`src/sbrd_pkg.sv`:
```
/*
  Package for the serial baud rate divider: register indices, field
  positions, reset values and timing constants.
  Assumes an 8-bit register port inside a serial block of eight registers.
*/
package sbrd_pkg;
  // ************************************************************
  // Register map (byte index on the plain register port)
  // ************************************************************
  localparam int ADDR_W = 3;
  localparam logic [2:0] REG_DIV_HIGH = 3'h0;
  localparam logic [2:0] REG_DIV_LOW = 3'h1;
  localparam logic [2:0] REG_CTRL_TWO = 3'h3;
  localparam logic [2:0] REG_STATUS = 3'h5;
  // ************************************************************
  // Field positions
  // ************************************************************
  localparam int BIT_BRK_IE = 7;
  localparam int BIT_EDGE_IE = 6;
  localparam int BIT_TX_ON = 3;
  localparam int BIT_RX_ON = 2;
  localparam int DIV_HI_W = 5;
  localparam int DIV_W = 13;
  // ************************************************************
  // Reset values
  // ************************************************************
  localparam logic [7:0] RST_DIV_HIGH = 8'h00;
  localparam logic [7:0] RST_DIV_LOW = 8'h04;
  localparam logic [7:0] RST_CTRL_TWO = 8'h00;
  // ************************************************************
  // Timing
  // ************************************************************
  localparam int OVERSAMPLE = 16;
  localparam logic [3:0] OVS_LAST = 4'hF;
  typedef enum logic [1:0] {SBRD_IDLE = 2'b00, SBRD_RUN = 2'b01} sbrd_state_e;
endpackage

```
`src/sbrd_baud_divider.sv`:
```
/*
  Baud rate divider of the serial block with its divisor register pair,
  the interrupt enables in the high divisor register and the second
  control register's receive and transmit enables.
  Assumes break and edge flags arrive from logic on the same clock.
*/
`timescale 1ns/1ns
module sbrd_baud_divider #(
  parameter int DIV_WIDTH = 13
) (
  input wire logic clk,
  input wire logic rst_n,
  input wire logic [sbrd_pkg::ADDR_W-1:0] regAddr,
  input wire logic [7:0] regWdata,
  input wire logic regWrite,
  input wire logic regRead,
  output logic [7:0] regRdata,
  input wire logic break_detect_flag,
  input wire logic rx_edge_flag,
  output logic breakIrq,
  output logic edgeIrq,
  output logic rx_on,
  output logic tx_on,
  output logic sampleTick,
  output logic bitTick,
  output logic rateActive
);
  import sbrd_pkg::*;

  initial begin
    if (DIV_WIDTH != DIV_W) $error("DIV_WIDTH must be 13");
    if (DIV_HI_W + 8 != DIV_W) $error("Divisor halves must add up to DIV_W");
    if (ADDR_W < 3) $error("Register index must reach eight registers");
    if (OVERSAMPLE != 16 || OVS_LAST != 4'(OVERSAMPLE - 1)) $error("Sample counter sized for sixteen");
    if (RST_DIV_LOW == 8'h00) $error("Low divisor byte must reset nonzero");
  end

  // ************************************************************
  // Decode helpers
  // ************************************************************
  // Strobe aimed at one register index
  function automatic logic hitReg(input logic strobe, input logic [ADDR_W-1:0] addr,
    input logic [ADDR_W-1:0] idx);
    return strobe && (addr == idx);
  endfunction

  // Bit 5 has no function and is never stored
  function automatic logic [7:0] maskHigh(input logic [7:0] value);
    return {value[7:6], 1'b0, value[DIV_HI_W-1:0]};
  endfunction

  // Either direction enabled
  function automatic logic anyEnable(input logic [7:0] ctrl);
    return ctrl[BIT_RX_ON] || ctrl[BIT_TX_ON];
  endfunction

  // Last clock of a sample period; >= lets a shrinking divisor end at once
  function automatic logic periodDone(input logic [DIV_W-1:0] count, input logic [DIV_W-1:0] divisor);
    return count >= (divisor - DIV_W'(1));
  endfunction

  // Status byte: bit 1 start latch, bit 0 generator running
  function automatic logic [7:0] statusByte(input logic stFlag, input logic runFlag);
    return {6'h00, stFlag, runFlag};
  endfunction

  // ************************************************************
  // Registers
  // ************************************************************
  logic [7:0] highBuf_reg, highBuf_next;
  logic [4:0] highWork_reg, highWork_next;
  logic [7:0] lowDiv_reg, lowDiv_next;
  logic [7:0] ctrlTwo_reg, ctrlTwo_next;
  logic started_reg, started_next;
  logic [7:0] rdata_reg, rdata_next;
  logic [DIV_W-1:0] baud_divisor_value;
  logic wrHigh;
  logic wrLow;
  logic wrCtrl;

  assign wrHigh = hitReg(regWrite, regAddr, REG_DIV_HIGH);
  assign wrLow = hitReg(regWrite, regAddr, REG_DIV_LOW);
  assign wrCtrl = hitReg(regWrite, regAddr, REG_CTRL_TWO);

  // ************************************************************
  // Divisor pair
  // ************************************************************
  always_comb begin
    highBuf_next = highBuf_reg;
    highWork_next = highWork_reg;
    lowDiv_next = lowDiv_reg;
    if (wrHigh) begin
      highBuf_next = maskHigh(regWdata);
    end
    if (wrLow) begin
      lowDiv_next = regWdata;
      // Upper bits move only now, so a half-written divisor never runs
      highWork_next = highBuf_reg[DIV_HI_W-1:0];
    end
  end

  always_ff @(posedge clk or negedge rst_n) begin
    if (!rst_n) begin
      highBuf_reg <= RST_DIV_HIGH;
      highWork_reg <= RST_DIV_HIGH[DIV_HI_W-1:0];
      lowDiv_reg <= RST_DIV_LOW;
    end else begin
      highBuf_reg <= highBuf_next;
      highWork_reg <= highWork_next;
      lowDiv_reg <= lowDiv_next;
    end
  end

  assign baud_divisor_value = {highWork_reg, lowDiv_reg};

  // ************************************************************
  // Second control register
  // ************************************************************
  always_comb begin
    ctrlTwo_next = ctrlTwo_reg;
    if (wrCtrl) begin
      ctrlTwo_next = regWdata;
    end
  end

  always_ff @(posedge clk or negedge rst_n) begin
    if (!rst_n) begin
      ctrlTwo_reg <= RST_CTRL_TWO;
    end else begin
      ctrlTwo_reg <= ctrlTwo_next;
    end
  end

  assign rx_on = ctrlTwo_reg[BIT_RX_ON];
  assign tx_on = ctrlTwo_reg[BIT_TX_ON];

  // ************************************************************
  // Start latch
  // ************************************************************
  // Sticky until reset: the nonzero reset divisor must not run on its own
  always_comb begin
    started_next = started_reg;
    if (anyEnable(ctrlTwo_reg)) begin
      started_next = 1'b1;
    end
  end

  always_ff @(posedge clk or negedge rst_n) begin
    if (!rst_n) begin
      started_reg <= 1'b0;
    end else begin
      started_reg <= started_next;
    end
  end

  // ************************************************************
  // Interrupt gating
  // ************************************************************
  // Levels, not pulses: the flag owner clears them
  logic [1:0] irqEn;
  logic [1:0] irqFlag;
  logic [1:0] irqOut;
  assign irqEn = {highBuf_reg[BIT_BRK_IE], highBuf_reg[BIT_EDGE_IE]};
  assign irqFlag = {break_detect_flag, rx_edge_flag};
  genvar g;
  generate
    for (g = 0; g < 2; g++) begin : gIrq
      assign irqOut[g] = irqEn[g] & irqFlag[g];
    end
  endgenerate
  assign breakIrq = irqOut[1];
  assign edgeIrq = irqOut[0];

  // ************************************************************
  // Read port
  // ************************************************************
  // Other serial registers live outside; their indices read zero here
  always_comb begin
    rdata_next = 8'h00;
    if (regRead) begin
      case (regAddr)
        REG_DIV_HIGH: rdata_next = highBuf_reg;
        REG_DIV_LOW: rdata_next = lowDiv_reg;
        REG_CTRL_TWO: rdata_next = ctrlTwo_reg;
        REG_STATUS: rdata_next = statusByte(started_reg, rateActive);
        default: rdata_next = 8'h00;
      endcase
    end
  end

  always_ff @(posedge clk or negedge rst_n) begin
    if (!rst_n) begin
      rdata_reg <= 8'h00;
    end else begin
      rdata_reg <= rdata_next;
    end
  end
  assign regRdata = rdata_reg;

  // ************************************************************
  // Rate generator
  // ************************************************************
  sbrd_state_e state_reg, state_next;
  logic [DIV_W-1:0] divCnt_reg, divCnt_next;
  logic [3:0] ovsCnt_reg, ovsCnt_next;
  logic sTick_reg, sTick_next;
  logic bTick_reg, bTick_next;
  logic enable;
  logic running;
  logic wrapNow;

  // Zero divisor parks the counters so nothing toggles
  assign enable = started_reg && (baud_divisor_value != '0);
  assign running = (state_reg == SBRD_RUN);
  assign wrapNow = running && enable && periodDone(divCnt_reg, baud_divisor_value);

  // ************************************************************
  // Run state
  // ************************************************************
  always_comb begin
    state_next = state_reg;
    case (state_reg)
      SBRD_IDLE: begin
        if (enable) begin
          state_next = SBRD_RUN;
        end
      end
      SBRD_RUN: begin
        if (!enable) begin
          state_next = SBRD_IDLE;
        end
      end
      default: begin
        state_next = SBRD_IDLE;
      end
    endcase
  end

  always_ff @(posedge clk or negedge rst_n) begin
    if (!rst_n) begin
      state_reg <= SBRD_IDLE;
    end else begin
      state_reg <= state_next;
    end
  end

  // ************************************************************
  // Divide and oversample counters
  // ************************************************************
  always_comb begin
    divCnt_next = divCnt_reg;
    ovsCnt_next = ovsCnt_reg;
    sTick_next = 1'b0;
    bTick_next = 1'b0;
    if (!running) begin
      divCnt_next = '0;
      ovsCnt_next = 4'h0;
    end else if (wrapNow) begin
      divCnt_next = '0;
      sTick_next = 1'b1;
      ovsCnt_next = ovsCnt_reg + 4'h1;
      bTick_next = (ovsCnt_reg == OVS_LAST);
    end else if (enable) begin
      divCnt_next = divCnt_reg + DIV_W'(1);
    end
  end

  always_ff @(posedge clk or negedge rst_n) begin
    if (!rst_n) begin
      divCnt_reg <= '0;
      ovsCnt_reg <= 4'h0;
      sTick_reg <= 1'b0;
      bTick_reg <= 1'b0;
    end else begin
      divCnt_reg <= divCnt_next;
      ovsCnt_reg <= ovsCnt_next;
      sTick_reg <= sTick_next;
      bTick_reg <= bTick_next;
    end
  end

  assign sampleTick = sTick_reg;
  assign bitTick = bTick_reg;
  assign rateActive = running;
endmodule

```
`config.mk`:
```
export PLATFORM = sky130hd
export DESIGN_NAME = sbrd_baud_divider
export DESIGN_NICKNAME = d
export VERILOG_FILES = /design/src/sbrd_pkg.sv /design/src/sbrd_baud_divider.sv
export SDC_FILE = /design/constraint.sdc
export NUM_CORES = 1
export LEC_CHECK = 0
export BUFFER_PORTS_ARGS = -buffer_cell sky130_fd_sc_hd__buf_2
export CAP_MARGIN = 15
export CORE_MARGIN = 10
export CORE_UTILIZATION = 50
export DETAILED_ROUTE_END_ITERATION = 8
export PLACE_DENSITY = 0.69
export SLEW_MARGIN = 20
export SYNTH_ARGS = -nofsm -noshare
export SYNTH_HDL_FRONTEND = slang
export SYNTH_SLANG_ARGS = --single-unit
```
`constraint.sdc`:
```
create_clock -name clk -period 5.5 [get_ports clk]
set_input_delay 0.55 -clock clk [delete_from_list [all_inputs] [get_ports clk]]
set_output_delay 0.55 -clock clk [all_outputs]
set_load 0.01 [all_outputs]
```
==> metrics.csv <==
stage;metric;value;unit
place;gp_congestion;0.813;
detailed_routing;drtAntennaViolNets;0;
cells_and_area;area_growth;13.7;%
synthesis;synth_flop_cell;dfrtp_1;
grt;overflow;0;
cells_and_area;drive_gt1_frac;0.248;
cells_and_area;fillerInstances;506;
power;cellPowerDensity;359;nW/µm²
power;p_leak;1.61;nW
cells_and_area;final_cells;405;
detailed_routing;route.detailed.drc;0;
detailed_routing;firstDrtPassIters;4;
synthesis;ys_ff_latch;57;
synthesis;synth_area_leader_cell;dfrtp_1;
cells_and_area;fin_util;0.591;
synthesis;synthTopCellsByArea;dfrtp_1 (45%), mux2_2 (9.4%), ha_1 (7.6%), nor2_1 (3.7%), xnor2_1 (3.7%);
grt;grtUsageTotal;0.133;
run_status;status;finished clean;
detailed_routing;wl;6.30;mm
synthesis;ys_types;44;
critical_path;required;5.75;ns
die;io-pin-count;32;
timing;tightest_slew;1.01;ns
cts;hold_buffers;0;
synthesis;synth-edff-count;0;
critical_path;crit_chain;or4_4 > or4_4 > nor3_2 > xnor2_1 > ha_1 > a211oi_1 > nor2_1 > nor3_1 > a41oi_1 > nor2_1;
synthesis;synth_nets;327;
cts;h-tree-depth;3;
cts;ctsRootBufferMaster;clkbuf_8;
synthesis;ys_seq_area_frac;0.459;
cts;cts_max_path_buffers;2;
job;maxCapViolCount;0;
critical_path;worstSetupPathType;register to register;
timing;finalSetupViolations;0;
timing;finalClockSkew;0.00843;ns
synthesis;synth_top_area_share;0.450;
critical_path;start_kind;register;
power;ir_worst_vdd;0.338;mV
worst_hold_path;hp-class;input port to asynchronous set/reset pin;
synthesis;syn_area_per_cell;10.7;µm²
place;dp_hpwl;4.55;mm
critical_path;r2r-end;divCnt_reg[4]$_DFFE_PN0P_;
cts;cts_resized;0;
cells_and_area;diodes;0;
synthesis;synth-async-reset-ratio;1.00;
cts;post_cts_buffers;0;
critical_path;critPathBufInv;0;
critical_path;max_stage_delay;0.57;ns
cells_and_area;largest_reg_flops;13;
critical_path;worst-r2r-setup-slack;1.89;ns
grt;grt_pass1_vias;2289;
place;dp_cells;389;
synthesis;synth_warnings;0;
cts;clock-sinks;57;
timing;finalCritPeriodShare;0.656;
grt;antenna_found_initial;0;
critical_path;worstReg2RegStart;lowDiv_reg[5]$_DFFE_PN0P_;
cells_and_area;nets;361;
grt;grt_start_max_net_pins;58;
detailed_routing;viasPerCell;5.51;
detailed_routing;wl_per_cell;15.6;µm
timing;setup-tns-final;0;ns
critical_path;crit_cells;10;
place;io_buffers;31;
timing;maxSlewHeadroom;0.326;
cts;cts_tree;done;
die;die_area;9780;µm²
timing;fmax;277;MHz
critical_path;cp_slowest_cell;or4_4;
die;core_area;5990;µm²
cts;clock_latency;0.33;ns
critical_path;cp.arrival;3.86;ns
critical_path;worst-path-max-fanout;11;
timing;period_needed;3.61;ns
critical_path;crit_path_end_kind;register;
synthesis;synth_area;3110;µm²
die;start_util;0.519;
critical_path;reg2regPathDepth;10;
synthesis;syn_inst;291;
timing;rsz0062_at_grt;no;
die;die_y;98.9;µm
timing;finalHoldViolations;0;
critical_path;worst_path_dominant_cell_family;simple AND/OR/NAND/NOR gates;
detailed_routing;vias;2232;
die;fp.dieW;98.9;µm
detailed_routing;drt_iter0_drc;108;
power;p_total;0.00127;W
die;core.rowCount;28;
cts;numCtsBuffers;9;
cts;clkTransAtPathRegs;0.06;ns
grt;grt_pass1_wl;10.8;mm
timing;final_max_slew_viol_count;0;
## area by class of cell
class	count	area (µm²)	area share
clock buffers	11	141	0.0400
clock inverters	5	55.1	0.0156
repair buffers	33	170	0.0481
multi-input cells	215	1620	0.457
inverters	9	33.8	0.00955
flip-flops and latches	57	1430	0.403
well taps	75	93.8	0.0265
## cell usage in the layout (no fill, tap or decap), types with 2 or more instances in the layout
master | synthesis | layout
nand4_1 | 5 | 5
ha_1 | 19 | 19
mux2i_1 | 10 | 10
nand2_1 | 19 | 19
and2_1 | 5 | 5
a21oi_1 | 4 | 4
nor2_1 | 31 | 31
dfrtp_1 | 56 | 56
xnor2_1 | 13 | 13
clkinv_2 | 0 | 2
o21ai_0 | 8 | 8
buf_4 | 0 | 2
nor2b_1 | 2 | 2
or3_1 | 2 | 2
a31oi_1 | 8 | 8
nand3_1 | 11 | 11
nand2b_1 | 5 | 5
and4_1 | 2 | 2
mux2_2 | 26 | 26
o211ai_1 | 3 | 3
a21o_1 | 3 | 3
inv_1 | 9 | 9
xor2_1 | 10 | 10
or4_4 | 2 | 2
nor3_1 | 5 | 5
and3_1 | 3 | 3
buf_2 | 2 | 31
nand4b_1 | 2 | 2
nor4_1 | 2 | 2
nand3b_1 | 2 | 2
clkbuf_8 | 0 | 10
clkinvlp_4 | 0 | 2
## Yosys cell counts (2+ instances only)
cell	count
nand4b_1	2
nor2b_1	2
buf_1	2
a31oi_1	8
mux2_2	26
clkbuf_1	6
o21ai_0	8
nor4_1	2
nand4_1	5
and4_1	2
buf_2	2
nand3b_1	2
or4_4	2
mux2i_1	10
ha_1	19
nor3_1	5
and2_1	5
o211ai_1	3
xnor2_1	13
inv_1	9
dfrtp_1	56
nand3_1	11
a21oi_1	4
nand2b_1	5
or3_1	2
and3_1	3
xor2_1	10
nand2_1	19
a21o_1	3
nor2_1	31
## worst reg2reg max path, delay by kind of cell, from the launching register on
| family | cells | cell delay [ns] |
|---|---|---|
| adders and majority gates | 1 | 0.18 |
| DFF | 1 | 0.42 |
| and+or+nand+nor | 6 | 2.02 |
| AOI/OAI and AO/OA | 2 | 0.81 |
| xor gates and xnor gates | 1 | 0.09 |
## worst max-delay path by stage
stage,startpoint,endpoint,slack [ns]
4_1_cts,lowDiv_reg[5]$_DFFE_PN0P_,divCnt_reg[4]$_DFFE_PN0P_,1.85
3_5_place_dp,lowDiv_reg[5]$_DFFE_PN0P_,divCnt_reg[4]$_DFFE_PN0P_,1.86
2_1_floorplan,lowDiv_reg[5]$_DFFE_PN0P_,divCnt_reg[1]$_DFFE_PN0P_,2.40
6_report,lowDiv_reg[5]$_DFFE_PN0P_,divCnt_reg[4]$_DFFE_PN0P_,1.89
3_3_place_gp,lowDiv_reg[5]$_DFFE_PN0P_,divCnt_reg[8]$_DFFE_PN0P_,1.99
5_1_grt,lowDiv_reg[5]$_DFFE_PN0P_,divCnt_reg[4]$_DFFE_PN0P_,1.53
## cells by family after synthesis
kind of cell,share of synthesized area
mux,0.126
compound gates,0.0696
fa+ha+maj,0.0764
xor+xnor,0.0647
buf+inv,0.0237
flops,0.459
simple gates,0.181
## per-layer routing
| metal | track usage | vias up | part of all wire |
|---|---|---|---|
| li1 | - | 1096 | - |
| met1 | 0.162 | 1096 | 0.45 |
| met2 | 0.216 | 33 | 0.49 |
| met3 | 0.0328 | 7 | 0.037 |
| met4 | 0.0617 | 0 | 0.014 |
| met5 | 0 | - | 0 |
## through the flow
step	worst slack [ns]	hold WS [ns]	cell area, µm²
after floorplan	2.40	0.254	3110
after global placement	1.99	0.487	3340
after detailed placement	1.86	0.494	3340
after CTS	1.85	0.376	3540
after global routing	1.53	0.426	3540
final	1.89	0.345	3540
## where the power goes
| group | total, W | switching (W) | leakage (nW) | internal (W) |
|---|---|---|---|---|
| logic | 0.000304 | 0.000155 | 0.786 | 0.000149 |
| clock network | 0.000389 | 0.000169 | 0.0953 | 0.000220 |
| registers | 0.000577 | 0.0000891 | 0.729 | 0.000488 |
| total | 0.00127 | 0.000414 | 1.61 | 0.000856 |
(Power assumes the default switching activity.)
